[config.mk]
export PLATFORM = sky130hd
export DESIGN_NAME = ics_clock_stretch
export DESIGN_NICKNAME = d
export VERILOG_FILES = /design/src/verilog/ics_pkg.sv /design/src/verilog/ics_clock_stretch.sv /design/src/verilog/ics_pin_sync.sv
export VERILOG_INCLUDE_DIRS = /design/src /design/src/verilog
export SDC_FILE = /design/constraint.sdc
export NUM_CORES = 1
export LEC_CHECK = 0
export BUFFER_PORTS_ARGS = -buffer_cell sky130_fd_sc_hd__buf_4
export CORE_MARGIN = 1
export CORE_UTILIZATION = 59
export CTS_CLUSTER_DIAMETER = 120
export DETAILED_ROUTE_END_ITERATION = 16
export PLACE_DENSITY = 0.82
export SLEW_MARGIN = 10
export SYNTH_ARGS = -nofsm -noshare
export SYNTH_HDL_FRONTEND = slang
export SYNTH_SLANG_ARGS = --single-unit
[constraint.sdc]
create_clock -name i_ref_clk -period 2.55 [get_ports i_ref_clk]
set_input_delay 0.3825 -clock i_ref_clk [delete_from_list [all_inputs] [get_ports i_ref_clk]]
set_output_delay 0.3825 -clock i_ref_clk [all_outputs]
set_load 0.01 [all_outputs]
[src/verilog/ics_regs.svh]
// register map, field positions and reset values of the clock-stretch block
// assumes a 32-bit avalon-mm slave with byte addresses, one word per register
`ifndef ICS_REGS_SVH
`define ICS_REGS_SVH

// byte offsets
`define ICS_OFS_CTRL      5'h00
`define ICS_OFS_OWN_ADDR  5'h04
`define ICS_OFS_TX_DATA   5'h08
`define ICS_OFS_RX_DATA   5'h0c
`define ICS_OFS_STATUS    5'h10
`define ICS_OFS_IRQ_STAT  5'h14
`define ICS_OFS_IRQ_MASK  5'h18

// bus_control_reg fields
`define ICS_CTRL_RELEASE  0
`define ICS_CTRL_STRETCH  1
`define ICS_CTRL_TENBIT   2
`define ICS_CTRL_ENABLE   3

// event bits in irq status and mask
`define ICS_IRQ_MASTER    0
`define ICS_IRQ_SLAVE     1
`define ICS_IRQ_OVFL      2
`define ICS_IRQ_HOLD      3

// reset values
`define ICS_RELEASE_RST   1'b1
`define ICS_ADDR_RST      10'h000
`define ICS_IRQ_RST       4'h0

// bit positions within one byte transfer and the 10-bit address header
`define ICS_LAST_DATA     4'h7
`define ICS_ACK_BIT       4'h8
`define ICS_TEN_HDR       5'h1e

`endif
[src/verilog/ics_pkg.sv]
// types shared by the clock-stretch block
// assumes ics_regs.svh carries all numeric constants
package ics_pkg;

  typedef logic [31:0] ics_word_t;
  typedef logic [4:0]  ics_addr_t;
  typedef logic [7:0]  ics_byte_t;
  typedef logic [3:0]  ics_irq_t;

  typedef enum logic [2:0] {
    st_idle,
    st_addr,
    st_addr2,
    st_rx,
    st_tx,
    st_tx_load
  } ics_state_t;

endpackage : ics_pkg

[src/verilog/ics_clock_stretch.sv]
// slave clock stretching and event flags of a two-wire bus controller
// assumes an external master drives scl; pins are open drain with pull-ups
// registers are reached over avalon-mm with waitrequest
//
// Implementation choices: the Avalon-MM interface to the registers and the address map.
`include "ics_regs.svh"

module ics_clock_stretch (
  // clock and reset
  input  wire logic               i_ref_clk,
  input  wire logic               i_rstn,
  // avalon-mm slave
  input  wire ics_pkg::ics_addr_t i_avs_address,
  input  wire logic               i_avs_read,
  input  wire logic               i_avs_write,
  input  wire ics_pkg::ics_word_t i_avs_writedata,
  input  wire logic [3:0]         i_avs_byteenable,
  output ics_pkg::ics_word_t      o_avs_readdata,
  output logic                    o_avs_waitrequest,
  // two-wire bus pins
  input  wire logic               i_scl_in,
  output logic                    o_scl_out,
  output logic                    o_scl_oe,
  input  wire logic               i_sda_in,
  output logic                    o_sda_out,
  output logic                    o_sda_oe,
  // controller side
  input  wire logic               i_master_done,
  output logic                    o_irq,
  output logic                    o_tx_buffer_full,
  output logic                    o_rx_buffer_full,
  output logic                    o_clock_release_ctl
);

  import ics_pkg::*;

  function automatic logic hit(input ics_addr_t a, input ics_addr_t ofs);
    return a == ofs;
  endfunction : hit

  logic       [1:0] pin_s;
  logic             scl_d;
  logic             sda_d;
  logic             clock_release_ctl;
  logic             stretch_enable;
  logic             ten_bit_mode;
  logic             bus_enable;
  logic       [9:0] own_addr;
  ics_byte_t        tx_data_reg;
  ics_byte_t        rx_data_reg;
  ics_byte_t        rx_sh;
  ics_byte_t        tx_sh;
  logic             tx_buffer_full;
  logic             rx_buffer_full;
  logic             rw;
  logic             ack_ours;
  logic             want_lo;
  logic             ack_in;
  logic             ten_hit;
  logic             got_rise;
  logic       [3:0] bitcnt;
  logic             sda_oe;
  logic             scl_hold;
  logic             drive_low;
  logic             wait_q;
  ics_word_t        rdata;
  ics_irq_t         irq_stat;
  ics_irq_t         irq_mask;
  logic             irq;
  ics_state_t       state;
  ics_state_t       next_state;
  logic             next_release;
  logic             next_hold;

  ics_pin_sync #(
    .W (2)
  ) u_sync (
    .i_ref_clk (i_ref_clk),
    .i_rstn    (i_rstn),
    .i_pins    ({i_scl_in, i_sda_in}),
    .o_level   (pin_s)
  );

  wire scl_s = pin_s[1];
  wire sda_s = pin_s[0];

  // bus conditions seen through the synchronisers
  wire scl_rise = scl_s & ~scl_d;
  wire scl_fall = ~scl_s & scl_d;
  wire start    = scl_s & scl_d & sda_d & ~sda_s;
  wire stop     = scl_s & scl_d & ~sda_d & sda_s;

  // avalon decode: a request is answered in the cycle after it is seen
  wire req      = i_avs_read | i_avs_write;
  wire take     = req & ~wait_q;
  wire wr_take  = i_avs_write & take;
  wire rd_take  = i_avs_read & take;
  wire be0      = i_avs_byteenable[0];
  wire be1      = i_avs_byteenable[1];
  wire wr_ctrl  = wr_take & be0 & hit(i_avs_address, `ICS_OFS_CTRL);
  wire wr_alo   = wr_take & be0 & hit(i_avs_address, `ICS_OFS_OWN_ADDR);
  wire wr_ahi   = wr_take & be1 & hit(i_avs_address, `ICS_OFS_OWN_ADDR);
  wire wr_tx    = wr_take & be0 & hit(i_avs_address, `ICS_OFS_TX_DATA);
  wire wr_mask  = wr_take & be0 & hit(i_avs_address, `ICS_OFS_IRQ_MASK);
  wire rd_rx    = rd_take & hit(i_avs_address, `ICS_OFS_RX_DATA);
  wire rd_irq   = rd_take & hit(i_avs_address, `ICS_OFS_IRQ_STAT);
  wire [31:0] wd = i_avs_writedata;

  // byte framing
  wire in_xfer   = state != st_idle;
  wire bit_fall  = scl_fall & got_rise & in_xfer;
  wire last_fall = bit_fall & (bitcnt == `ICS_LAST_DATA);
  wire ack_fall  = bit_fall & (bitcnt == `ICS_ACK_BIT);
  wire in_addr   = state == st_addr;
  wire in_addr2  = state == st_addr2;
  wire in_rx     = state == st_rx;
  wire in_tx     = state == st_tx;

  // address match; the whole 10-bit address sits in own_addr
  wire hdr10     = (rx_sh[7:3] == `ICS_TEN_HDR) & (rx_sh[2:1] == own_addr[9:8]);
  wire match7    = ~ten_bit_mode & (rx_sh[7:1] == own_addr[6:0]);
  wire match10_w = ten_bit_mode & hdr10 & ~rx_sh[0];
  wire match10_r = ten_bit_mode & hdr10 & rx_sh[0] & ten_hit;
  wire addr_ok   = match7 | match10_w | match10_r;
  wire lo_ok     = rx_sh == own_addr[7:0];
  wire ack_now   = (in_addr & addr_ok) | (in_addr2 & lo_ok) | (in_rx & ~rx_buffer_full);

  // data movement
  wire rx_store  = last_fall & in_rx & ~rx_buffer_full;
  wire rx_over   = last_fall & in_rx & rx_buffer_full;
  wire slv_ev    = last_fall & ((in_addr & addr_ok & ~match10_w) | (in_addr2 & lo_ok));
  wire addr_rd   = in_addr & ack_ours & ~want_lo & rw;
  wire enter_tx  = ack_fall & (addr_rd | (in_tx & ack_in));
  wire tx_load   = (state == st_tx_load) & tx_buffer_full;

  // stretch decisions at the ninth falling edge, or on a software write to the release bit
  wire tx_stretch = enter_tx & ~tx_buffer_full;
  wire rx_stretch = ack_fall & in_rx & ack_ours & stretch_enable & rx_buffer_full;
  wire sw_set     = wr_ctrl & wd[`ICS_CTRL_RELEASE];
  wire sw_clr     = wr_ctrl & ~wd[`ICS_CTRL_RELEASE] & stretch_enable;

  wire [31:0] ctrl_word = {28'h0, bus_enable, ten_bit_mode, stretch_enable, clock_release_ctl};
  wire [31:0] stat_word = {27'h0, ten_hit, in_tx, scl_hold, rx_buffer_full, tx_buffer_full};
  wire [31:0] rd_mux =
    hit(i_avs_address, `ICS_OFS_CTRL)     ? ctrl_word :
    hit(i_avs_address, `ICS_OFS_OWN_ADDR) ? {22'h0, own_addr} :
    hit(i_avs_address, `ICS_OFS_TX_DATA)  ? {24'h0, tx_data_reg} :
    hit(i_avs_address, `ICS_OFS_RX_DATA)  ? {24'h0, rx_data_reg} :
    hit(i_avs_address, `ICS_OFS_STATUS)   ? stat_word :
    hit(i_avs_address, `ICS_OFS_IRQ_STAT) ? {28'h0, irq_stat} :
    hit(i_avs_address, `ICS_OFS_IRQ_MASK) ? {28'h0, irq_mask} : 32'h0;

  // a status read clears only the bits it returned, so later events survive
  wire [3:0] irq_clr = rd_irq ? rdata[3:0] : 4'h0;
  wire [3:0] irq_ev;
  assign irq_ev[`ICS_IRQ_MASTER] = i_master_done;
  assign irq_ev[`ICS_IRQ_SLAVE]  = slv_ev;
  assign irq_ev[`ICS_IRQ_OVFL]   = rx_over;
  assign irq_ev[`ICS_IRQ_HOLD]   = next_hold & ~scl_hold;

  // set wins over any clear so a software set is never lost
  assign next_release = sw_set ? 1'b1 :
                        (tx_stretch | rx_stretch | sw_clr) ? 1'b0 : clock_release_ctl;

  // the pull waits for scl to be sampled low, so a clear never cuts a high phase
  assign next_hold = ~clock_release_ctl & (scl_hold | ~scl_s);

  always_comb begin
    next_state = state;
    if (!bus_enable || stop) begin
      next_state = st_idle;
    end else if (start) begin
      next_state = st_addr;
    end else begin
      case (state)
        st_addr: begin
          if (ack_fall) begin
            if (!ack_ours) begin
              next_state = st_idle;
            end else if (want_lo) begin
              next_state = st_addr2;
            end else if (rw) begin
              next_state = st_tx_load;
            end else begin
              next_state = st_rx;
            end
          end
        end
        st_addr2: begin
          if (ack_fall) begin
            next_state = ack_ours ? st_rx : st_idle;
          end
        end
        st_rx: begin
          if (ack_fall && !ack_ours) begin
            next_state = st_idle;
          end
        end
        st_tx: begin
          if (ack_fall) begin
            next_state = ack_in ? st_tx_load : st_idle;
          end
        end
        st_tx_load: begin
          if (tx_buffer_full) begin
            next_state = st_tx;
          end
        end
        default: begin
          next_state = st_idle;
        end
      endcase
    end
  end

  always_ff @(posedge i_ref_clk) begin
    if (!i_rstn) begin
      scl_d <= 1'b1;
      sda_d <= 1'b1;
      state <= st_idle;
    end else begin
      scl_d <= scl_s;
      sda_d <= sda_s;
      state <= next_state;
    end
  end

  // bit counter: a fall only counts once the bit has seen its rise
  always_ff @(posedge i_ref_clk) begin
    if (!i_rstn || start || !in_xfer) begin
      bitcnt   <= 4'h0;
      got_rise <= 1'b0;
    end else if (bit_fall) begin
      bitcnt   <= ack_fall ? 4'h0 : bitcnt + 4'h1;
      got_rise <= 1'b0;
    end else if (scl_rise) begin
      got_rise <= 1'b1;
    end
  end

  always_ff @(posedge i_ref_clk) begin
    if (!i_rstn) begin
      rx_sh    <= 8'h00;
      ack_in   <= 1'b0;
      ack_ours <= 1'b0;
      rw       <= 1'b0;
      want_lo  <= 1'b0;
    end else begin
      if (scl_rise && (in_addr || in_addr2 || in_rx)) begin
        rx_sh <= {rx_sh[6:0], sda_s};
      end
      if (scl_rise && in_tx && bitcnt == `ICS_ACK_BIT) begin
        ack_in <= ~sda_s;
      end
      if (last_fall) begin
        ack_ours <= ack_now;
        rw       <= rx_sh[0];
        want_lo  <= match10_w;
      end
    end
  end

  always_ff @(posedge i_ref_clk) begin
    if (!i_rstn || !bus_enable || stop) begin
      ten_hit <= 1'b0;
    end else if (ack_fall && in_addr2 && ack_ours) begin
      ten_hit <= 1'b1;
    end
  end

  // sda: ack slot, then transmit bits changed only while scl is low
  always_ff @(posedge i_ref_clk) begin
    if (!i_rstn || !bus_enable || start || stop) begin
      sda_oe <= 1'b0;
    end else if (last_fall) begin
      sda_oe <= ack_now;
    end else if (ack_fall) begin
      sda_oe <= 1'b0;
    end else if (tx_load) begin
      sda_oe <= ~tx_data_reg[7];
    end else if (bit_fall && in_tx) begin
      sda_oe <= ~tx_sh[6];
    end
  end

  always_ff @(posedge i_ref_clk) begin
    if (!i_rstn) begin
      tx_sh <= 8'h00;
    end else if (tx_load) begin
      tx_sh <= tx_data_reg;
    end else if (bit_fall && in_tx) begin
      tx_sh <= {tx_sh[6:0], 1'b0};
    end
  end

  always_ff @(posedge i_ref_clk) begin
    if (!i_rstn) begin
      tx_data_reg    <= 8'h00;
      tx_buffer_full <= 1'b0;
    end else if (wr_tx) begin
      tx_data_reg    <= wd[7:0];
      tx_buffer_full <= 1'b1;
    end else if (tx_load) begin
      tx_buffer_full <= 1'b0;
    end
  end

  // an overflowing byte is refused with a nack and the held byte is kept
  always_ff @(posedge i_ref_clk) begin
    if (!i_rstn) begin
      rx_data_reg    <= 8'h00;
      rx_buffer_full <= 1'b0;
    end else if (rx_store) begin
      rx_data_reg    <= rx_sh;
      rx_buffer_full <= 1'b1;
    end else if (rd_rx) begin
      rx_buffer_full <= 1'b0;
    end
  end

  always_ff @(posedge i_ref_clk) begin
    if (!i_rstn) begin
      clock_release_ctl <= `ICS_RELEASE_RST;
      scl_hold          <= 1'b0;
    end else begin
      clock_release_ctl <= next_release;
      scl_hold          <= next_hold;
    end
  end

  always_ff @(posedge i_ref_clk) begin
    if (!i_rstn) begin
      stretch_enable <= 1'b0;
      ten_bit_mode   <= 1'b0;
      bus_enable     <= 1'b0;
      own_addr       <= `ICS_ADDR_RST;
      irq_mask       <= `ICS_IRQ_RST;
    end else begin
      if (wr_ctrl) begin
        stretch_enable <= wd[`ICS_CTRL_STRETCH];
        ten_bit_mode   <= wd[`ICS_CTRL_TENBIT];
        bus_enable     <= wd[`ICS_CTRL_ENABLE];
      end
      if (wr_alo) begin
        own_addr[7:0] <= wd[7:0];
      end
      if (wr_ahi) begin
        own_addr[9:8] <= wd[9:8];
      end
      if (wr_mask) begin
        irq_mask <= wd[3:0];
      end
    end
  end

  always_ff @(posedge i_ref_clk) begin
    if (!i_rstn) begin
      irq_stat <= `ICS_IRQ_RST;
      irq      <= 1'b0;
    end else begin
      irq_stat <= (irq_stat & ~irq_clr) | irq_ev;
      irq      <= |(irq_stat & irq_mask);
    end
  end

  // read data is caught in the waiting cycle and stands through the answer
  always_ff @(posedge i_ref_clk) begin
    if (!i_rstn) begin
      wait_q    <= 1'b1;
      rdata     <= 32'h0;
      drive_low <= 1'b0;
    end else begin
      wait_q    <= ~(req & wait_q);
      drive_low <= 1'b0;
      if (i_avs_read && wait_q) begin
        rdata <= rd_mux;
      end
    end
  end

  assign o_avs_readdata      = rdata;
  assign o_avs_waitrequest   = wait_q;
  assign o_scl_out           = drive_low;
  assign o_scl_oe            = scl_hold;
  assign o_sda_out           = drive_low;
  assign o_sda_oe            = sda_oe;
  assign o_irq               = irq;
  assign o_tx_buffer_full    = tx_buffer_full;
  assign o_rx_buffer_full    = rx_buffer_full;
  assign o_clock_release_ctl = clock_release_ctl;

endmodule : ics_clock_stretch

[src/verilog/ics_pin_sync.sv]
// two-flop synchronisers for the bus pins
// assumes pins idle high (pull-ups), so the flops reset to one
module ics_pin_sync #(
  parameter int W = 2
) (
  // clock and reset
  input  wire logic         i_ref_clk,
  input  wire logic         i_rstn,
  // raw pins and synchronised levels
  input  wire logic [W-1:0] i_pins,
  output logic      [W-1:0] o_level
);

  logic [W-1:0] meta;

  for (genvar g = 0; g < W; g++) begin : g_sync
    always_ff @(posedge i_ref_clk) begin
      if (!i_rstn) begin
        meta[g]    <= 1'b1;
        o_level[g] <= 1'b1;
      end else begin
        meta[g]    <= i_pins[g];
        o_level[g] <= meta[g];
      end
    end
  end

endmodule : ics_pin_sync

Word-level counts from Yosys, hierarchy flattened
Cells that the tools add are included.
- flip-flop bits (word level): 110
- input bits: 48
- output and inout port bits: 41
- logic and storage cells: 213
- $add $sub $neg: 1
- equality and inequality tests: 27
- mux-type cells: 31
- bitwise gates (word level): 86
- reductions and logical operators: 34
- operators by type and width (kind ; number):
    AND 1 bit ; 54
    two-way mux 3 bit ; 9
    == test 5 bit (second input constant) ; 4
    two-way mux 10 bit ; 2
    NOT 1 bit ; 18
    two-way mux 4 bit ; 4
    two-way mux 8 bit ; 2
    one-hot mux 3 bit (5 select lines) ; 1
    two-way mux 7 bit ; 2
    inequality test 3 bit (second input constant) ; 4
    == test 5 x 4 -> 1 bit (second input constant) ; 2
    OR 1 bit ; 10
    AND reduction 5 bit ; 2
    logical OR 1 bit ; 9
    two-way mux 1 bit ; 9
    AND 4 bit ; 2
    == test 8 bit ; 1
    logical AND 1 bit ; 8
    inequality test 2 bit (second input constant) ; 4
    == test 7 bit ; 1
    == test 3 x 2 -> 1 bit (second input constant) ; 2
    == test 3 bit (second input constant) ; 2
    nonzero test 2 bit ; 3
    OR reduction 2 bit ; 3
    18 further kinds ; 21

Longest topological paths before layout
- depth after elaboration: 11
- gate-level depth with buffers: 7
- depth with buffers taken out: 7

Cells and area by module
From an unflattened synthesis, not the netlist that was laid out.
- cells, all modules: 495
- area total of the unflattened synthesis: 4384.2 sq um
- modules (own cells, without submodules) (module ; instances ; cells each ; area an instance (sq um) ; sequential area each (sq um)):
    ics_clock_stretch ; 1 ; 487 ; 4279.1 ; 1681.6
    ics_pin_sync ; 1 ; 8 ; 105.1 ; 80.1

Worst setup path before layout
No wires, ideal clock.
- kind: input-to-reg
- start: input i_avs_address[4]
- end: register own_addr[7]
- setup time: 0.128 ns
- data arrival time: 1.609 ns
- required time: 2.422 ns
- path slack: 0.814 ns
- stages: 6
- path buffers: 2
- path through: buf_6 -> or3_1 -> buf_6 -> nor3_4 -> mux2i_1 -> nor2_1
- cells in the longest elaborated chain, start to end: 2
- ends and longest elaborated chain (element ; RTL line ; source):
    from (decl) ; ics_clock_stretch.sv:13 ; input wire ics_pkg::ics_addr_t i_avs_address,
    == test 5 x 3 -> 1 bit ; ics_clock_stretch.sv:38 ; return a == ofs;
    AND 1 bit ; ics_clock_stretch.sv:101 ; wire wr_alo = wr_take & be0 & hit(i_avs_address, `ICS_OFS_OWN_ADDR);
    to (signal assigned) ; ics_clock_stretch.sv:336 ; own_addr <= `ICS_ADDR_RST;
    to (signal assigned) ; ics_clock_stretch.sv:345 ; own_addr[7:0] <= wd[7:0];
    to (decl) ; ics_clock_stretch.sv:48 ; logic [9:0] own_addr;
Every way passes these cells.
A chain may end at the register's enable or synchronous reset.

Worst setup path in the final report
- start: register state[1]
- end: register sda_oe (netlist: o_sda_oe)
- cells in the longest elaborated chain, start to end: 5
- elaborated cells between the ends (all ways): 20
- those cells by class: eq/ne: 5; mux: 3; bitwise: 9; reduce/logical: 3
- ends and longest elaborated chain (element ; RTL line ; source):
    from (decl) ; ics_clock_stretch.sv:70 ; ics_state_t state;
    from (signal assigned) ; ics_clock_stretch.sv:220 ; state <= st_idle;
    from (signal assigned) ; ics_clock_stretch.sv:224 ; state <= next_state;
    == test 3 bit, or another cell as far along ; ics_clock_stretch.sv:134 ; wire tx_load = (state == st_tx_load) & tx_buffer_full;
    AND 1 bit, on equally long branches ; ics_clock_stretch.sv:134, ics_clock_stretch.sv:111, ics_clock_stretch.sv:126 ;
    two-way mux 1 bit, or another cell as far along ; ics_clock_stretch.sv:279 ; end else if (tx_load) begin
    two-way mux 1 bit / OR 1 bit (equally long branches) ; ics_clock_stretch.sv:277, ics_clock_stretch.sv:126 ;
    two-way mux 1 bit ; ics_clock_stretch.sv:275 ; end else if (last_fall) begin
    to (signal assigned) ; ics_clock_stretch.sv:276 ; sda_oe <= ack_now;
    to (signal assigned) ; ics_clock_stretch.sv:280 ; sda_oe <= ~tx_data_reg[7];
    to (signal assigned) ; ics_clock_stretch.sv:282 ; sda_oe <= ~tx_sh[6];
    to (decl) ; ics_clock_stretch.sv:62 ; logic sda_oe;
Several ways; a longest one is shown, not always the timed one.

==> results.yml <==
synth:
  yosysSeqAreaShare_pct: 40.1
  avgSynthCellArea_um2: 8.90
  synth-edff-count: 0
  syn_area_um2: 4400
  yosysWarnings: 0
  netlist_instances: 494
  ys_seq_elements: 88
  synth_cell_types: 68
  async_reset_ff_share_pct: 0
  synth-main-ff-cell: "dfxtp_1"
routing:
  drt_iter0_drc: 276
  routed_via_density: 5.89
  dr.pass1.iters: 5
  ant_nets: 0
  vias: 3671
  wl_um: 10300
  wl_per_cell_um: 16.5
  post-route-drc-count: 0
timing:
  slew_viol_final: 0
  finalCritPeriodShare_pct: 84.0
  worstMarginPinSlew_ns: 0.748
  skew_ns: 0.00705
  slew_headroom_pct: 49.5
  setup_viol: 0
  clock.fmax_ghz: 0.467
  setup_ws_ns: 0.408
  rsz0062_at_grt: "no"
  fin_setup_tns_ns: 0
  whs_ns: 0.214
  hold_violations: 0
  min_period_ns: 2.14
clock_tree:
  cts_inserted_buffers: 9
  cts_resized: 0
  clkSinkCount: 88
  cts_root_buffer: "clkbuf_8"
  clk-insertion-delay-late_ns: 0.36
  cts_tree: "built"
  cts_htree_levels: 3
  max-clock-path-buffers: 2
  path_clk_slew_ns: 0.08
  cts_setup_buffers: 0
  hold_buffers: 0
pwr:
  leakage_uw: 0.00189
  switching_share_pct: 24.9
  seqPwrFrac_pct: 58.8
  p_int_uw: 1780
  p_clk_share_pct: 34.5
  power.density_nw_per_um2: 495
  irDropWorstVdd_v: 0.000359
  combPwrFrac_pct: 6.6
  switchingPower_uw: 588
placement:
  place_congestion: 0.946
  dp_cells: 609
  dpl.hpwl_um: 7350
  port_buffers: 40
  place_ws_ns: 0.557
grt:
  antenna_found_initial: 0
  grt_pass1_vias: 3345
  grt_max_degree: 55
  grt_pass1_wl_um: 16600
  overflow: 0
  grt_usage_pct: 28.0
layout:
  diodes: 0
  fillers: 623
  drive_above_1_share_pct: 13.5
  area_delta_synth_final_pct: 8.65
  fin_cells: 623
  fin_nets: 571
  post-route-util_pct: 66.2
worst_hold_path:
  hp-start: "i_sda_in"
  hold_class: "in2reg"
  min_to: "u_sync.meta[0]$_SDFF_PN1_"
  hold_depth: 2
setup_path:
  arrival_ns: 2.40
  ff2ff_path_depth: 5
  setup.worst_path.end_class: "register"
  crit_fanout: 10
  startpoint: "state[1]$_SDFFE_PP0P_"
  reg2reg_to: "o_sda_oe$_SDFFE_PP0P_"
  crit_type: "reg2reg"
  crit_required_ns: 2.81
  start_kind: "register"
  rrSetupSlack_ns: 0.41
  r2r-start: "state[1]$_SDFFE_PP0P_"
die:
  die-height_um: 88.3
  core_um2: 7210
  die_x_um: 88.3
  ioPinCount: 89
  initial_utilization_pct: 61.0
  die-area_um2: 7800
  num_rows: 31
run:
  maxCapViolCount: 0
run_status:
  outcome: "finished, final reports clean"
==> cells in the final DEF (no fill, tap or decap), types with 4 or more instances in the layout <==
master and n:
dfxtp_1 88, nor2_1 81, mux2i_1 51, buf_4 44
conb_1 24, nand2_1 23, a21oi_1 22, nand2b_1 14
xor2_1 13, nor2b_1 10, a22oi_1 10, inv_1 9
nand3_1 9, a211oi_1 9, o21ai_0 9, clkbuf_8 9
xnor2_1 7, nand4_1 6, nor3_1 6, and3_1 4
a32o_1 4
==> routing by layer <==
metal	vias up	GRT usage (%)	share of wire [%]
met4	0	14.7	3.5
met5	-	0	0
met3	41	7.28	7.1
met1	1704	36.6	44
met2	173	42.8	46
li1	1753	-	-
==> power by group through the flow <==
stage,combinational [uW],clock (uW),sequential (uW)
after floorplan,122,0,1420
after CTS,154,830,1390
final,157,816,1390
after global routing,173,889,1390
after detailed placement,153,0,1420
after global placement,151,0,1420
==> critical path, stage by stage (launching register included) <==
cell and delay, ns:
dfxtp_1 0.53, nor3b_1 0.40, nand4_1 0.15, or4_1 0.49
o211ai_1 0.17, nor3b_1 0.30
==> cell type report <==
cell class / count / area [um2] / share of cell area (%)
Clock inverter: 4 / 23.8 / 0.498
Tap cell: 99 / 124 / 2.59
Clock buffer: 10 / 128 / 2.67
Timing Repair Buffer: 44 / 330 / 6.91
Multi-Input combinational cell: 368 / 2370 / 49.7
Sequential cell: 88 / 1760 / 36.9
Inverter: 10 / 37.5 / 0.786
==> worst max path at each step <==
stage	to
6_report	o_sda_oe$_SDFFE_PP0P_
3_3_place_gp	o_sda_oe$_SDFFE_PP0P_
5_1_grt	o_sda_oe$_SDFFE_PP0P_
4_1_cts	o_sda_oe$_SDFFE_PP0P_
3_5_place_dp	o_sda_oe$_SDFFE_PP0P_
2_1_floorplan	own_addr[7]$_SDFFE_PN0P_
==> cell usage after synthesis, types with 3 or more instances <==
cell      instances  share of area, %
nand3_1           9               1.0
mux2_2            3              0.77
nand4_1           6              0.85
a21oi_1          22               2.5
xnor2_1           7               1.4
o31ai_1           3              0.51
o22ai_1           3              0.43
a31oi_1           3              0.43
a22oi_1          10               1.7
nor4_1            3              0.43
nand2_1          23               2.0
buf_2            10               1.1
a211oi_1          9               1.5
mux2i_1          51                12
a32o_1            4              0.91
nand3b_1          3              0.51
clkbuf_1         12               1.0
inv_1            10              0.85
or3_1             3              0.43
nor2_1           81               6.9
dfxtp_1          88                40
buf_4            24               4.1
nor3_1            6              0.68
o21ai_0           9               1.0
nand2b_1         14               2.0
and3_1            4              0.57
xor2_1           13               2.6
nor2b_1          10               1.4
==> cells by family (layout without fill, tap and decap cells) <==
family	Yosys count	in the layout	synth area share, %
buffers and inverters	61	68	7.94
multiplexers	54	54	12.4
XOR/XNOR	20	20	3.98
AND/OR/NAND/NOR	180	180	21.0
other	1	24	0.0853
flip-flops	88	88	40.1
AO/OA/AOI/OAI	88	88	14.0
adder cells (fa/ha/maj)	2	2	0.569
==> through the flow <==
| step | cell area [um2] | power [uW] |
|---|---|---|
| floorplan | 4480 | 1540 |
| global placement | 4630 | 1570 |
| detailed placement | 4630 | 1580 |
| CTS | 4780 | 2370 |
| global route | 4780 | 2450 |
| finish | 4780 | 2360 |
Power figures use the tool's default switching activity.
